<file path="config.mk">
export PLATFORM = sky130hd
export DESIGN_NAME = lsd_timers
export DESIGN_NICKNAME = d
export VERILOG_FILES = /design/src/inc/lsd_pkg.sv /design/src/verilog/lsd_tick.sv /design/src/verilog/lsd_timers.sv
export VERILOG_INCLUDE_DIRS = /design/src /design/src/inc
export SDC_FILE = /design/constraint.sdc
export NUM_CORES = 1
export LEC_CHECK = 0
export ABC_AREA = 0
export BUFFER_PORTS_ARGS = -buffer_cell sky130_fd_sc_hd__clkbuf_2
export CELL_PAD_IN_SITES_DETAIL_PLACEMENT = 2
export CELL_PAD_IN_SITES_GLOBAL_PLACEMENT = 2
export CORE_UTILIZATION = 36
export DETAILED_ROUTE_END_ITERATION = 6
export GPL_TIMING_DRIVEN = 0
export PLACE_DENSITY = 0.88
export RECOVER_POWER = 100
export SYNTH_ARGS = -nofsm -noshare
export SYNTH_HDL_FRONTEND = slang
export SYNTH_SLANG_ARGS = --single-unit
</file>
<file path="constraint.sdc">
create_clock -name mclk -period 3.6 [get_ports mclk]
set_clock_uncertainty 0.15 [all_clocks]
set_input_delay 0.36 -clock mclk [delete_from_list [all_inputs] [get_ports mclk]]
set_output_delay 0.36 -clock mclk [all_outputs]
set_load 0.02 [all_outputs]
</file>
<file path="src/inc/lsd_defs.svh">
// Constants for the line-state duration timer block: offsets, fields, resets, timing
`ifndef LSD_DEFS_SVH
`define LSD_DEFS_SVH

// Control bus register offsets
`define LSD_ADDR_NOISE_CNT      5'h0F
`define LSD_ADDR_NOISE_PRE      5'h10
`define LSD_ADDR_STATE_THR      5'h11
`define LSD_ADDR_STATE_PRE_THR  5'h12
`define LSD_ADDR_STATE_CNT      5'h13
`define LSD_ADDR_STATE_PRE      5'h14

// Field layout
`define LSD_CNT_W               7
`define LSD_PRE_W               8
`define LSD_DETECT_BIT          7

// Reset values
`define LSD_STATE_THR_RST       7'h00
`define LSD_STATE_PRE_THR_RST   8'h00
`define LSD_CNT_RST             7'h00
`define LSD_PRE_RST             8'h00
`define LSD_RDATA_RST           8'h00

// Timing: symbol tick period and clock period in ns
`define LSD_TICK_NS             80
`define LSD_CLK_NS              50
`define LSD_ACC_W               7

`endif

</file>
<file path="src/inc/lsd_pkg.sv">
// Types shared by the line-state duration timer block
`include "lsd_defs.svh"
package lsd_pkg;

    // Line state as reported by the line state detector
    typedef enum logic [2:0] {
        LS_ACTIVE,
        LS_NOISE,
        LS_UNKNOWN,
        LS_HALT,
        LS_IDLE,
        LS_MASTER,
        LS_QUIET,
        LS_NOSIG
    } lsd_line_type;

    // Whole state of the timer core
    typedef struct packed {
        lsd_line_type                ls_prev;
        logic [`LSD_CNT_W-1:0]       st_thr;
        logic [`LSD_PRE_W-1:0]       sp_thr;
        logic [`LSD_CNT_W-1:0]       st_cnt;
        logic [`LSD_PRE_W-1:0]       sp_cnt;
        logic [`LSD_CNT_W-1:0]       ns_cnt;
        logic [`LSD_PRE_W-1:0]       np_cnt;
        logic                        st_detect;
        logic                        ns_detect;
        logic [7:0]                  rdata;
        logic                        ack;
        logic                        rej;
        logic                        st_evt;
        logic                        st_int;
        logic                        ns_evt;
    } lsd_core_type;

    // Whole state of the symbol tick divider
    typedef struct packed {
        logic [`LSD_ACC_W-1:0]       acc;
        logic                        tick;
    } lsd_tick_type;

endpackage : lsd_pkg

</file>
<file path="src/verilog/lsd_tick.sv">
// Fractional divider making the 80 ns symbol tick from the 50 ns clock
`timescale 1ns/10ps
`include "lsd_defs.svh"
module lsd_tick
    import lsd_pkg::*;
(
    input  wire logic mclk,  // System clock
    input  wire logic nrst,  // Asynchronous reset, active low
    output wire logic tick   // One-cycle symbol tick enable
);

    lsd_tick_type s;
    lsd_tick_type next_s;

    // Phase accumulator: 80 is not a multiple of 50, so ticks come on an
    // uneven 2,2,1,2,1 cycle pattern that averages exactly 80 ns
    always_comb begin
        logic [`LSD_ACC_W:0] sum;
        sum         = {1'b0, s.acc} + (`LSD_ACC_W+1)'(`LSD_CLK_NS);
        next_s.tick = 1'b0;
        next_s.acc  = sum[`LSD_ACC_W-1:0];
        if (sum >= (`LSD_ACC_W+1)'(`LSD_TICK_NS)) begin
            next_s.acc  = `LSD_ACC_W'(sum - (`LSD_ACC_W+1)'(`LSD_TICK_NS));
            next_s.tick = 1'b1;
        end
    end

    // State register
    always_ff @(posedge mclk or negedge nrst) begin
        if (!nrst) begin
            s <= '0;
        end else begin
            s <= next_s;
        end
    end

    assign tick = s.tick;

endmodule : lsd_tick

</file>
<file path="src/verilog/lsd_timers.sv">
// Line-state duration timers and noise timer with control bus readback
// Notes on behaviour
// - Noise count read returns live snapshot
// - Writes to count readbacks rejected, flagged
// - Noise readback: count D0-D6, detect D7
// - Noise prescale readback returns 8-bit snapshot
// - State timer decrements when prescaler zero, qualifying
// - Timeout equals (SPT+1)*ST+SPT ticks
// - Both zero while qualifying reloads both
// - Change into qualifying state reloads both
// - Threshold write reloads both state timers
// - Prescaler at zero reloads from threshold
// - Prescaler counts down each tick when qualifying
// - Active, noise, unknown hold state timer
// - State threshold 7 bits, D7 reads zero
// - State prescale threshold holds 8 bits
// - State count readback: count D0-D6, detect D7
// - State prescale readback returns 8-bit snapshot
// - Noise timer steps every (NPT+1) ticks
// - Noise reload: both zero, qualifying, threshold write
// - Change into noise states keeps noise counting
// - Noise counters both zero raise noise event
`timescale 1ns/10ps
`include "lsd_defs.svh"
module lsd_timers
    import lsd_pkg::*;
(
    input  wire logic                  mclk,                     // System clock, 20 MHz
    input  wire logic                  nrst,                     // Async reset, active low
    input  wire logic                  cb_sel,                   // Control bus cycle strobe
    input  wire logic                  cb_wr,                    // High write, low read
    input  wire logic [4:0]            cb_addr,                  // Register offset
    input  wire logic [7:0]            cb_wdata,                 // Write data
    output wire logic [7:0]            cb_rdata,                 // Read data, with cb_ack
    output wire logic                  cb_ack,                   // Offset decoded here
    input  wire lsd_line_type          line_state,               // Current line state
    input  wire logic [`LSD_CNT_W-1:0] noise_threshold,          // Noise start value
    input  wire logic [`LSD_PRE_W-1:0] noise_prescale_threshold, // Noise prescale start
    input  wire logic                  noise_thr_written,        // Noise threshold written
    input  wire logic                  state_threshold_mask,     // Mask for state event
    output wire logic                  write_reject_set,         // Sets write reject flag
    output wire logic                  state_threshold_event,    // Sets state threshold flag
    output wire logic                  state_threshold_int,      // Unmasked state event
    output wire logic                  noise_threshold_event     // Sets noise threshold flag
);

    lsd_core_type s;
    lsd_core_type next_s;
    logic         tick;
    logic         qual;
    logic         nclass;
    logic         chg;
    logic         rd;
    logic         wr;
    logic         ro_hit;
    logic         st_wr;

    // Symbol tick divider
    lsd_tick u_tick (
        .mclk (mclk),
        .nrst (nrst),
        .tick (tick)
    );

    // Bus and line state decode
    always_comb begin
        qual   = (line_state == LS_HALT) || (line_state == LS_IDLE) ||
                 (line_state == LS_MASTER) || (line_state == LS_QUIET) ||
                 (line_state == LS_NOSIG);
        nclass = !qual;
        chg    = (line_state != s.ls_prev);
        rd     = cb_sel && !cb_wr;
        wr     = cb_sel && cb_wr;
        ro_hit = (cb_addr == `LSD_ADDR_NOISE_CNT) || (cb_addr == `LSD_ADDR_NOISE_PRE) ||
                 (cb_addr == `LSD_ADDR_STATE_CNT) || (cb_addr == `LSD_ADDR_STATE_PRE);
        st_wr  = wr && ((cb_addr == `LSD_ADDR_STATE_THR) ||
                        (cb_addr == `LSD_ADDR_STATE_PRE_THR));
    end

    // Next state of the whole core
    always_comb begin
        next_s         = s;
        next_s.ls_prev = line_state;
        next_s.ack     = cb_sel && (ro_hit || (cb_addr == `LSD_ADDR_STATE_THR) ||
                                    (cb_addr == `LSD_ADDR_STATE_PRE_THR));
        next_s.rej     = wr && ro_hit;
        next_s.st_evt  = 1'b0;
        next_s.ns_evt  = 1'b0;
        next_s.rdata   = `LSD_RDATA_RST;

        // Threshold registers; bit 7 of the state threshold is not stored
        if (wr && (cb_addr == `LSD_ADDR_STATE_THR)) begin
            next_s.st_thr = cb_wdata[`LSD_CNT_W-1:0];
        end
        if (wr && (cb_addr == `LSD_ADDR_STATE_PRE_THR)) begin
            next_s.sp_thr = cb_wdata;
        end

        // State timer pair; a write wins over a line state change
        if (st_wr) begin
            next_s.st_cnt = next_s.st_thr;
            next_s.sp_cnt = next_s.sp_thr;
        end else if (qual && chg) begin
            next_s.st_cnt = s.st_thr;
            next_s.sp_cnt = s.sp_thr;
        end else if (tick && qual) begin
            if ((s.st_cnt == '0) && (s.sp_cnt == '0)) begin
                next_s.st_cnt = s.st_thr;
                next_s.sp_cnt = s.sp_thr;
            end else if (s.sp_cnt == '0) begin
                next_s.sp_cnt = s.sp_thr;
                next_s.st_cnt = s.st_cnt - 1'b1;
            end else begin
                next_s.sp_cnt = s.sp_cnt - 1'b1;
            end
            // Both at zero marks the end of the programmed duration
            next_s.st_evt = (next_s.st_cnt == '0) && (next_s.sp_cnt == '0);
        end
        // Non-qualifying states leave the state pair untouched except on a threshold write

        // Noise timer pair; holds its count across changes between noise states
        if (noise_thr_written || qual) begin
            next_s.ns_cnt = noise_threshold;
            next_s.np_cnt = noise_prescale_threshold;
        end else if (tick && nclass) begin
            if ((s.ns_cnt == '0) && (s.np_cnt == '0)) begin
                next_s.ns_cnt = noise_threshold;
                next_s.np_cnt = noise_prescale_threshold;
            end else if (s.np_cnt == '0) begin
                next_s.np_cnt = noise_prescale_threshold;
                next_s.ns_cnt = s.ns_cnt - 1'b1;
            end else begin
                next_s.np_cnt = s.np_cnt - 1'b1;
            end
            next_s.ns_evt = (next_s.ns_cnt == '0) && (next_s.np_cnt == '0);
        end

        next_s.st_int = next_s.st_evt && !state_threshold_mask;

        // Readback snapshots are taken in the read cycle itself
        if (rd) begin
            case (cb_addr)
                `LSD_ADDR_NOISE_CNT:     next_s.rdata = {s.ns_detect, s.ns_cnt};
                `LSD_ADDR_NOISE_PRE:     next_s.rdata = s.np_cnt;
                `LSD_ADDR_STATE_THR:     next_s.rdata = {1'b0, s.st_thr};
                `LSD_ADDR_STATE_PRE_THR: next_s.rdata = s.sp_thr;
                `LSD_ADDR_STATE_CNT:     next_s.rdata = {s.st_detect, s.st_cnt};
                `LSD_ADDR_STATE_PRE:     next_s.rdata = s.sp_cnt;
                default:                 next_s.rdata = `LSD_RDATA_RST;
            endcase
        end

        // Detect bits clear on read of their register; a change in the same
        // cycle wins, though the noise bit is set only by a change into a qualifying state
        if (rd && (cb_addr == `LSD_ADDR_STATE_CNT)) begin
            next_s.st_detect = 1'b0;
        end
        if (rd && (cb_addr == `LSD_ADDR_NOISE_CNT)) begin
            next_s.ns_detect = 1'b0;
        end
        if (chg) begin
            next_s.st_detect = 1'b1;
        end
        if (chg && qual) begin
            next_s.ns_detect = 1'b1;
        end
    end

    // State register
    always_ff @(posedge mclk or negedge nrst) begin
        if (!nrst) begin
            s           <= '0;
            s.ls_prev   <= LS_UNKNOWN;
            s.st_thr    <= `LSD_STATE_THR_RST;
            s.sp_thr    <= `LSD_STATE_PRE_THR_RST;
            s.st_cnt    <= `LSD_CNT_RST;
            s.sp_cnt    <= `LSD_PRE_RST;
            s.ns_cnt    <= `LSD_CNT_RST;
            s.np_cnt    <= `LSD_PRE_RST;
            s.rdata     <= `LSD_RDATA_RST;
        end else begin
            s <= next_s;
        end
    end

    // Outputs straight from the state register
    assign cb_rdata              = s.rdata;
    assign cb_ack                = s.ack;
    assign write_reject_set      = s.rej;
    assign state_threshold_event = s.st_evt;
    assign state_threshold_int   = s.st_int;
    assign noise_threshold_event = s.ns_evt;
endmodule : lsd_timers

</file>
==> summary.txt, run 1 <==
Power
  – Static leakage: approximately 2.2 nW
  – Clock share of power: 32.4%
  – Total power: 2.590 mW
  – PwrDens: 473.8 nW/um^2
  – Sequential fraction of design power: 37.8%
  – NetSw: about 960 uW
  – Power Internal: between 1.5 and 2 mW
  – Maximum VDD drop: 0.1823 mV
  – Net Sw Frac: 37.09%
  – Part of the power in combinational logic: 29.8%

Placement
  – DP Cell Count: ~800
  – Dpl ws: -0.2387 ns
  – IO Port Bufs: 47
  – Hpwl dp: between 10000 and 15000 um
  – Global placement routability congestion: 0.8870

Die
  – Initial Util: a little under two fifths
  – Top Ports: 50
  – Num rows: 41
  – DIE HEIGHT: about 120 um
  – Total die area: 13580 um^2
  – Placeable Area: ~13000 um^2
  – Chip width: about 120 um

Min path
  – Min-delay src: state_threshold_mask
  – Hold crit path type: in2reg
  – Worst Hold End: state_threshold_int$_DFF_PN0_
  – WHS Path Cells: 2

Route
  – Initial DRC Count: approximately 310
  – Vias per inst: roughly 6.1
  – DRC errors left: 0
  – Vias post-DR: 4962
  – Wirelength, routed: between 15000 and 20000 um
  – Routed WL per cell: 23.10 um
  – First-pass detailed-route iteration total: 4
  – DRT antenna net count: 0

Final layout
  – ANT cells: 0
  – Fin cells: 809
  – Most frequent cells in the layout: 68 x dfrtp_1, 58 x nor2_1, 53 x clkbuf_1, 46 x a21oi_1, 44 x nand2_1
  – Area Growth Syn to Fin: 15.77%
  – Most common cell after layout, fill and taps aside: dfrtp_1
  – Nets: 676
  – Post-Route Utilization: 42.97%
  – Layout cells sized above 1: 12.24%

Clock network
  – CTS Buffer Depth: 2
  – H-Tree Depth: 3
  – Inserted Clock Buffers: 9
  – CTS tree: built
  – Clk sinks: 70
  – Worst skew pair latency: 0.35 ns
  – CTS Root Cell: clkbuf_16
  – Clock-pin slew of the registers on the worst-case setup and hold paths: 0.06 ns

Synth
  – Library cells used by synthesis: 64
  – Synth warnings: 0
  – Post-Syn Area per Cell: 8.270 um^2
  – Post-synth EDFFs: 0
  – Ys flop type: dfrtp_1
  – Flops & latches, synth: 70
  – Ys async rst share: 100.0%
  – Netlist Area Pre-Place: roughly 4700 um^2
  – Seq/Total Area, Yosys: approximately 37%
  – Syn_nets: 615
  – Cells after Synth: between 500 and 600

Critical path
  – Critical Path AT: 3.64 ns
  – Setup Crit Path Kind: reg2reg
  – Cell family contributing the most delay on the critical path: simple AND/OR/NAND/NOR gates
  – Cell chain of the critical path: inv_1 -> ha_4 -> or4b_1 -> buf_2 -> or4_1 -> buf_2 -> or3_1 -> a211o_1 -> or4_1 -> a211oi_2
  – Slack of the worst reg-to-reg path: 0.08 ns
  – Worst R2R End: noise_threshold_event$_DFF_PN0_
  – WP buf/inv: 3
  – Critical Path End Type: flop
  – Worst R2R Path Depth: 10
  – Largest stage delay on the critical path: 0.45 ns
  – WP data required: 3.71 ns
  – Slowest CP cell: or4_1
  – Reg2reg start: s[16]$_DFFE_PN0P_
  – CP Launch Type: flop
  – Worst Path Max Fanout: 9

Timing
  – Tmin final: roughly 3.5 ns
  – Slew Viols, Final: 0
  – Highest clock rate: roughly 280 MHz
  – RSZ-0062 raised after global routing: no
  – Final worst-path cycle share: ~98%
  – Final hold violation count: 0
  – Worst slew margin: 4.977%
  – WHS: 0.02687 ns
  – Worst setup margin: 0.07909 ns
  – Final Setup Violations: 0
  – Slew @ Worst Pin: 1.425 ns

Global route
  – M3 GR Usage: 4.359%
  – Layer with the highest usage: met2
  – Initial antenna violation count: 0
  – GRT Total Usage: 28.91%
  – Vias in the first global route: 5372
  – Global-route wire length before repair: 29370 um
  – Total grt overflow: 0
  – GR Util met1: ~37%
  – Met2 usage: 49.35%
  – Pin count of the biggest net entering global routing: 54

Outcome
  – Status: finished, final reports clean

Run
  – MaxCap Viol Count: 0
[flip-flops by register name (all words and copies together), names as in the netlist]
signal	cells
state_threshold_event	1
cb_ack	1
write_reject_set	1
s	50
cb_rdata	8
state_threshold_int	1
noise_threshold_event	1
u_tick.tick	1
u_tick.s	6
[cell type report]
class / count / area [um^2]
plain buffers: 48 / 222.7
clock inverters: 5 / 25.02
flip-flops and latches: 70 / 1754
fillers: 1498 / 7256
repair buffers: 50 / 235.2
multi-input cells: 434 / 2700
clock buffers: 11 / 242.7
well taps: 172 / 215.2
inverters: 19 / 71.32
[metal layers]
metal / vias up / wire, um / share of wire [%]
met5: - / 0 / 0
met4: 0 / 429 / 2.3
met3: 35 / 835 / 4.5
met2: 154 / 9145 / 49
met1: 2535 / 8276 / 44
li1: 2238 / - / -
[cell families (layout without fill, tap and decap cells)]
family	count (synthesis)	after routing	share of synthesized area [%]
and+or+nand+nor	209	209	22.44
DFF	70	70	37.12
AOI/OAI and AO/OA	186	186	25.65
buffers and inverters	67	133	6.200
adders and majority gates	7	7	1.855
xor gates and xnor gates	15	15	2.782
muxes	17	17	3.948
[worst register-to-register path, stage by stage, from the launching register on]
cell      delay, ns
dfrtp_1        0.43
inv_1          0.12
ha_4           0.18
or4b_1         0.43
buf_2          0.17
or4_1          0.42
buf_2          0.22
or3_1          0.34
a211o_1        0.30
or4_1          0.45
a211oi_2       0.22
[metrics by stage]
stage | TNS, ns | area (um^2)
2_1_floorplan | 0 | 4722
3_3_place_gp | -0.1462 | 5172
3_5_place_dp | -0.3574 | 5202
4_1_cts | 0 | 5499
5_1_grt | 0 | 5466
6_report | 0 | 5466
[synth_stat cells, drive strengths merged (4+ instances only)]
library cell	count	area share, %
buf	13	1.9
and3	4	0.53
nand2	44	3.5
nand3	11	1.2
inv	19	1.5
nor2b	4	0.53
dfrtp	69	37
nor4	12	1.6
a31oi	15	2.0
mux2i	4	0.85
a21o	6	0.95
a211oi	6	1.1
o221ai	4	0.74
and2	9	1.2
nor2	58	4.6
ha	7	1.9
mux2	13	3.1
o21ai	38	4.0
a311oi	5	0.93
a22oi	27	4.3
or2	7	0.93
a21oi	46	4.9
clkbuf	35	2.8
xnor2	13	2.4
o22ai	6	0.79
nand2b	8	1.1
nand4	9	1.2
nor3	19	2.0
o211ai	4	0.64
or4	7	1.1
[power groups by stage]
stage          registers (mW)  clock network [mW]  logic (mW)
6_report                0.979               0.840       0.771
5_1_grt                 0.987               0.882       0.841
4_1_cts                 0.975               0.853       0.763
3_5_place_dp            0.985                   0       0.746
3_3_place_gp            0.978                   0       0.692
2_1_floorplan           0.943                   0       0.513
[repair_timing]
action                                  in CTS  in global routing
gates resized for setup                      4                  3
setup buffers                                0                  1
endpoints found under the hold margin       17                  0
hold buffers                                 1                  0
endpoints found under the setup margin       3                  2
pin swaps                                    0                  0
gates cloned                                 0                  0
[worst max path at each step]
stage                       from                         endpoint  slack (ns)  depth (start not counted)
2_1_floorplan  s[15]$_DFFE_PN0P_  noise_threshold_event$_DFF_PN0_        0.37                         10
3_3_place_gp   s[15]$_DFFE_PN0P_  noise_threshold_event$_DFF_PN0_       -0.15                          9
3_5_place_dp   s[15]$_DFFE_PN0P_  noise_threshold_event$_DFF_PN0_       -0.24                          9
4_1_cts        s[15]$_DFFE_PN0P_  noise_threshold_event$_DFF_PN0_        0.05                         10
5_1_grt        s[16]$_DFFE_PN0P_  noise_threshold_event$_DFF_PN0_       0.004                         10
6_report       s[16]$_DFFE_PN0P_  noise_threshold_event$_DFF_PN0_        0.08                         10
(Power assumes the default switching activity.)
==> inputs of run 2 (changes only) <==
--- a/config.mk
+++ b/config.mk
@@ -13,7 +13,8 @@
 export CORE_UTILIZATION = 36
 export DETAILED_ROUTE_END_ITERATION = 6
 export GPL_TIMING_DRIVEN = 0
-export PLACE_DENSITY = 0.88
+export MAX_ROUTING_LAYER = met4
+export PLACE_DENSITY = 0.78
 export RECOVER_POWER = 100
 export SYNTH_ARGS = -nofsm -noshare
 export SYNTH_HDL_FRONTEND = slang
==> run 2 against run 1 <==
Net effect:
- the run now ends with max-capacitance violations, max-slew violations left
- combinational power hardly changed
- core utilization is 0.13 points higher
- largest power group unchanged
- critical path depth is 2 lower
- via count is 2.3% lower
- sequential power hardly changed
- die area stayed put
==> summary.txt, run 2 (synthesized netlist as in run 1, its figures left out) <==
Die
  – Placeable Area: 12720 um^2
  – Total die area: 13580 um^2
  – DIE HEIGHT: 116.5 um
  – Chip width: around 120 um
  – Num rows: 41
  – Initial Util: 37.12%
  – Top Ports: 50

Clock network
  – H-Tree Depth: 3
  – Worst skew pair latency: 0.35 ns
  – CTS Buffer Depth: 2
  – Setup Buffers After CTS: 0
  – Clk sinks: 70
  – Clock-pin slew of the registers on the worst-case setup and hold paths: ~0.060 ns
  – Inserted Clock Buffers: 9
  – CTS Root Cell: clkbuf_16
  – CTS tree: built

Critical path
  – WP data required: 3.65 ns
  – Critical Path End Type: flop
  – Setup Crit Path Kind: reg2reg
  – Largest stage delay on the critical path: 0.71 ns
  – CP Launch Type: flop
  – Critical Path AT: 3.53 ns
  – Cell chain of the critical path: inv_1 -> ha_1 -> or4b_1 -> nor4b_1 -> and2_1 -> nand2_1 -> a2111oi_0 -> nor3_1
  – Worst Path Max Fanout: 7
  – Slowest CP cell: nor4b_1

Timing
  – RSZ-0062 raised after global routing: no
  – Final Setup Violations: 0
  – Final hold violation count: 0
  – Worst slew margin: -14.60%
  – Slew Viols, Final: 30
  – Slew @ Worst Pin: 1.719 ns
  – Highest clock rate: 287.7 MHz
  – Tmin final: 3.476 ns
  – Final worst-path cycle share: between 90% and 100%

Run
  – MaxCap Viol Count: 1

Outcome
  – Violated checks: max-capacitance violations, max-slew violations
  – Status: complete, but fails checks

Min path
  – Hold crit path type: in2reg

Route
  – First-pass detailed-route iteration total: 6
  – DRT antenna net count: 0
  – Routed WL per cell: 23.16 um
  – Met3 Wirelength: 638 um
  – Met2 WL: 9055 um
  – M1 WL: approximately 8600 um
  – Vias per inst: about 6.0
  – DR top layer: met4
  – DRC errors left: 0
  – Initial DRC Count: roughly 330
  – Wirelength, routed: 18720 um
  – Vias post-DR: 4850

Final layout
  – Area Growth Syn to Fin: 16.11%
  – Layout cells sized above 1: between 10% and 20%
  – Most common cell after layout, fill and taps aside: dfrtp_1
  – Fin cells: 808
  – Most frequent cells in the layout: 69 x dfrtp_1, 58 x nor2_1, 52 x clkbuf_1, 46 x a21oi_1, 44 x nand2_1
  – Max FFs per register: 50
  – ANT cells: 0
  – Largest reg by FF count: s
  – Nets: 675

Power
  – Static leakage: 2.164 nW
  – Total power: 2.658 mW
  – PwrDens: 484.8 nW/um^2
  – Maximum VDD drop: 0.2336 mV

Placement
  – Global placement routability congestion: 0.8656
  – Hpwl dp: 13830 um
  – DP Cell Count: just under 800
  – IO Port Bufs: 47

Global route
  – Pin count of the biggest net entering global routing: 43
  – Total grt overflow: 0
  – GRT Total Usage: ~30%
  – Vias in the first global route: 5171
  – Initial antenna violation count: 0
  – Global-route wire length before repair: around 29000 um
[run 2: path summary, 6_finish.rpt]
path,from,to,slack [ns],cells after the start
setup / recovery,s[30]$_DFFE_PN0P_,s[43]$_DFFE_PN0P_,0.12,8
hold / removal,state_threshold_mask,state_threshold_int$_DFF_PN0_,0.02,2
setup reg to reg,s[30]$_DFFE_PN0P_,s[43]$_DFFE_PN0P_,0.12,8
hold reg to reg,u_tick.s[2]$_DFF_PN0_,u_tick.s[2]$_DFF_PN0_,0.31,1
max in group asynchronous,nrst,s[46]$_DFF_PN0_,0.52,3
min in group asynchronous,nrst,s[22]$_DFFE_PN0P_,0.85,2
[run 2: what timing repair did]
action | CTS | global route
endpoints found under the setup margin | 3 | 2
gates resized for setup | 3 | 4
hold buffers | 1 | 0
endpoints found under the hold margin | 28 | 0
cloned | 0 | 0
[run 2: metrics by stage]
step	util [%]	hold WS [ns]	area, um^2	setup WS, ns	setup TNS, ns
finish	43.10	0.02318	5483	0.1244	0
global route	43.10	0.02613	5483	0.00003775	0
CTS	43.38	0.009522	5519	0.02683	0
detailed placement	40.93	0.2213	5207	-0.3324	-0.4882
global placement	40.66	0.2891	5172	-0.2636	-0.3411
floorplan	-	-0.08559	4722	0.3677	0
[run 2: layout make-up]
class                      count  area [um^2]
fill                        1474         7239
multi-input combinational    434         2700
sequential                    70         1753
clock buffer                  10        229.0
timing repair buffer          49        227.7
buffer                        48        224.0
tap                          172        215.2
inverter                      19        71.32
clock inverter                 6        62.56
[run 2: per-layer routing]
layer | vias up | global-route usage, %
met5 | - | -
met4 | 0 | 10.46
met3 | 33 | 2.854
met2 | 119 | 48.80
met1 | 2473 | 38.57
li1 | 2225 | -
[run 2: power breakdown]
part	switching, mW	leakage [nW]	total [mW]	internal, mW
Sequential	0.103	0.876	0.978	0.875
Combinational	0.496	1.15	0.771	0.275
Clock	0.374	0.134	0.908	0.534
[run 2: worst max-delay path: cells and delay by family, from the launching register on]
| family | cells | cell delay, ns |
|---|---|---|
| buffers and inverters | 1 | 0.10 |
| and+or+nand+nor | 5 | 1.78 |
| AOI/OAI and AO/OA | 1 | 0.56 |
| adders and majority gates | 1 | 0.28 |
| DFF | 1 | 0.47 |
==> inputs of run 3 (changes only) <==
--- a/config.mk
+++ b/config.mk
@@ -6,11 +6,11 @@
 export SDC_FILE = /design/constraint.sdc
 export NUM_CORES = 1
 export LEC_CHECK = 0
-export ABC_AREA = 0
+export ABC_AREA = 1
 export BUFFER_PORTS_ARGS = -buffer_cell sky130_fd_sc_hd__clkbuf_2
 export CELL_PAD_IN_SITES_DETAIL_PLACEMENT = 2
 export CELL_PAD_IN_SITES_GLOBAL_PLACEMENT = 2
-export CORE_UTILIZATION = 36
+export CORE_UTILIZATION = 34
 export DETAILED_ROUTE_END_ITERATION = 6
 export GPL_TIMING_DRIVEN = 0
 export MAX_ROUTING_LAYER = met4
==> run 3 against run 2 <==
Net effect:
- the run still ends with max-capacitance violations, max-slew violations left
- register-to-register slack better by 0.70 ns
- global-route usage is 0.56 points lower
- hold slack better by 0.013 ns
- critical path type is now in2reg
- critical endpoint is now noise_threshold_event$_DFF_PN0_
- highest routed layer unchanged
==> summary.txt, run 3 <==
Outcome
  – Status: complete, but fails checks
  – Violated checks: max-capacitance violations, max-slew violations

Route
  – DRT antenna net count: 0
  – Vias per inst: 5.348
  – First-pass detailed-route iteration total: 4
  – Routed WL per cell: a little over 20 um
  – Wirelength, routed: around 18000 um
  – Vias post-DR: 4631
  – DRC errors left: 0
  – Initial DRC Count: 294

Min path
  – WHS Path Cells: 1
  – Min-delay src: line_state[0]
  – Worst Hold End: s[60]$_DFF_PN0_
  – Hold crit path type: in2reg

Critical path
  – Reg2reg start: s[30]$_DFFE_PN0P_
  – Worst R2R Path Depth: 10
  – CP Launch Type: input pin
  – Worst R2R End: state_threshold_int$_DFF_PN0_
  – Worst Path Max Fanout: 7
  – Slack of the worst reg-to-reg path: 0.82 ns
  – Critical Path AT: around 3 ns
  – Setup Crit Path Kind: in2reg
  – Critical Path End Type: flop
  – WP data required: 3.73 ns

Power
  – Sequential fraction of design power: between 30% and 40%
  – Net Sw Frac: 31.42%
  – Part of the power in combinational logic: 19.5%
  – Maximum VDD drop: 0.2340 mV
  – Static leakage: around 2.6 nW
  – Power Internal: between 1.5 and 2 mW
  – PwrDens: 476.3 nW/um^2
  – Clock share of power: between 40% and 50%
  – NetSw: 797.9 uW

Clock network
  – CTS Buffer Depth: 2
  – Inserted Clock Buffers: 9
  – Number of gates resized after cts: 0
  – CTS Root Cell: clkbuf_16
  – Clock-pin slew of the registers on the worst-case setup and hold paths: ~0.06 ns
  – Setup Buffers After CTS: 0
  – Clk sinks: 70
  – CTS tree: built
  – Worst skew pair latency: 0.35 ns
  – H-Tree Depth: 3

Global route
  – Global-route wire length before repair: 28580 um
  – Initial antenna violation count: 0
  – GRT Total Usage: between 20% and 30%
  – Total grt overflow: 0
  – Vias in the first global route: 5110
  – Pin count of the biggest net entering global routing: 38

Final layout
  – Area Growth Syn to Fin: 18.03%
  – Most frequent cells in the layout: 158 x nand2_1, 88 x nor2_1, 79 x inv_1, 69 x dfrtp_1, 31 x clkbuf_2
  – Largest reg by FF count: s
  – ANT cells: 0
  – Max FFs per register: 50
  – Nets: 733
  – Layout cells sized above 1: ~11%
  – Most common cell after layout, fill and taps aside: nand2_1

Timing
  – Final worst-path cycle share: 79.92%
  – Final Setup Violations: 0
  – Fin Setup TNS: 0 ns
  – Final hold violation count: 0
  – Worst setup margin: 0.7228 ns
  – RSZ-0062 raised after global routing: no
  – Slew @ Worst Pin: 2.080 ns
  – Highest clock rate: 347.6 MHz
  – Slew Viols, Final: 34
  – Worst slew margin: -38.69%
  – Tmin final: 2.877 ns

Run
  – MaxCap Viol Count: 1

Synth
  – Library cells used by synthesis: 43
  – Seq/Total Area, Yosys: 38.81%
  – Netlist Area Pre-Place: 4517 um^2
  – Ys flop type: dfrtp_1
  – Post-synth EDFFs: 0
  – Synth warnings: 0
  – Most frequent cell after synthesis: nand2_1
  – Flops & latches, synth: 70
  – Top cells by area, synth: dfrtp_1 38%, nand2_1 13%, nor2_1 7.0%, inv_1 6.6%, nand3_1 3.3%
  – Post-synth top cells: 156 x nand2_1, 84 x nor2_1, 79 x inv_1
  – Post-Syn Area per Cell: between 7 and 8 um^2
  – Cells after Synth: 624
  – Top cell type's share of synthesized area: 38.23%
  – Largest area contributor in the synthesized netlist: dfrtp_1
  – Ys async rst share: 100.0%
  – Syn_nets: 668

Placement
  – Global placement routability congestion: 0.8336
  – IO Port Bufs: a little under 50
  – Dpl ws: 1.157 ns
  – Hpwl dp: 13120 um

Die
  – Placeable Area: ~13000 um^2
  – Chip width: between 100 and 150 um
  – Initial Util: a little over a third
  – Num rows: roughly 40
  – DIE HEIGHT: roughly 120 um
  – Top Ports: 50
  – Total die area: 13750 um^2
run 3: logic make-up after synthesis:
family	share of synthesized area (%)
simple gates	28.70
compound gates	17.06
buf+inv	10.08
flops	38.81
xor+xnor	2.715
fa+ha+maj	1.939
mux	0.6925
run 3: worst max path at each step:
stage | from | end | slack [ns] | cells after the start
floorplan | s[15]$_DFFE_PN0P_ | noise_threshold_event$_DFF_PN0_ | 1.71 | 11
global placement | s[15]$_DFFE_PN0P_ | noise_threshold_event$_DFF_PN0_ | 1.27 | 10
detailed placement | s[15]$_DFFE_PN0P_ | noise_threshold_event$_DFF_PN0_ | 1.16 | 10
CTS | s[30]$_DFFE_PN0P_ | state_threshold_int$_DFF_PN0_ | 1.10 | 13
global route | line_state[1] | noise_threshold_event$_DFF_PN0_ | 0.48 | 13
finish | line_state[1] | noise_threshold_event$_DFF_PN0_ | 0.72 | 13
run 3: routing by layer:
metal,share of wire (%),GRT usage [%]
met1,47,38.95
met2,47,45.88
met3,3.3,2.987
met4,2.4,11.31
met5,0,-
run 3: timing repair:
item | CTS | global route
hold buffers | 4 | 0
setup endpoints to repair | 0 | 0
endpoints found under the hold margin | 36 | 0
run 3: power by group through the flow:
| stage | logic, mW | clock network [mW] | registers (mW) |
|---|---|---|---|
| floorplan | 0.320 | 0 | 0.931 |
| global placement | 0.461 | 0 | 0.958 |
| detailed placement | 0.489 | 0 | 0.963 |
| CTS | 0.501 | 1.11 | 0.950 |
| global route | 0.558 | 1.15 | 0.961 |
| finish | 0.495 | 1.10 | 0.949 |
run 3: through the flow:
step / total power [mW] / instances / util, % / instance area [um^2] / hold WS (ns)
floorplan: 1.251 / 624 / - / 4517 / -0.08559
global placement: 1.419 / 845 / 38.97 / 4977 / 0.2877
detailed placement: 1.452 / 846 / 39.14 / 5000 / 0.2406
CTS: 2.564 / 866 / 42.26 / 5398 / 0.009205
global route: 2.665 / 866 / 41.74 / 5331 / 0.03049
finish: 2.540 / 866 / 41.74 / 5331 / 0.03663
run 3: area by class of cell:
cell class              count  area, um^2
plain buffers              25       140.1
clock buffers              11       252.7
clock inverters             5       105.1
fillers                  1548        7442
inverters                  83       311.5
multi-input cells         446        2271
flip-flops and latches     70        1753
well taps                 172       215.2
repair buffers             54       282.8
run 3: critical path, cell delays in order:
cell           delay (ns)
dlygate4sd3_1        0.55
clkbuf_1             0.15
nand2_1              0.08
nand2_1              0.11
or2_1                0.23
clkbuf_1             0.25
nor2_1               0.56
nand3_1              0.17
nor2_1               0.12
nand2_1              0.08
nor2_1               0.15
nand4_1              0.10
nor2_1               0.10
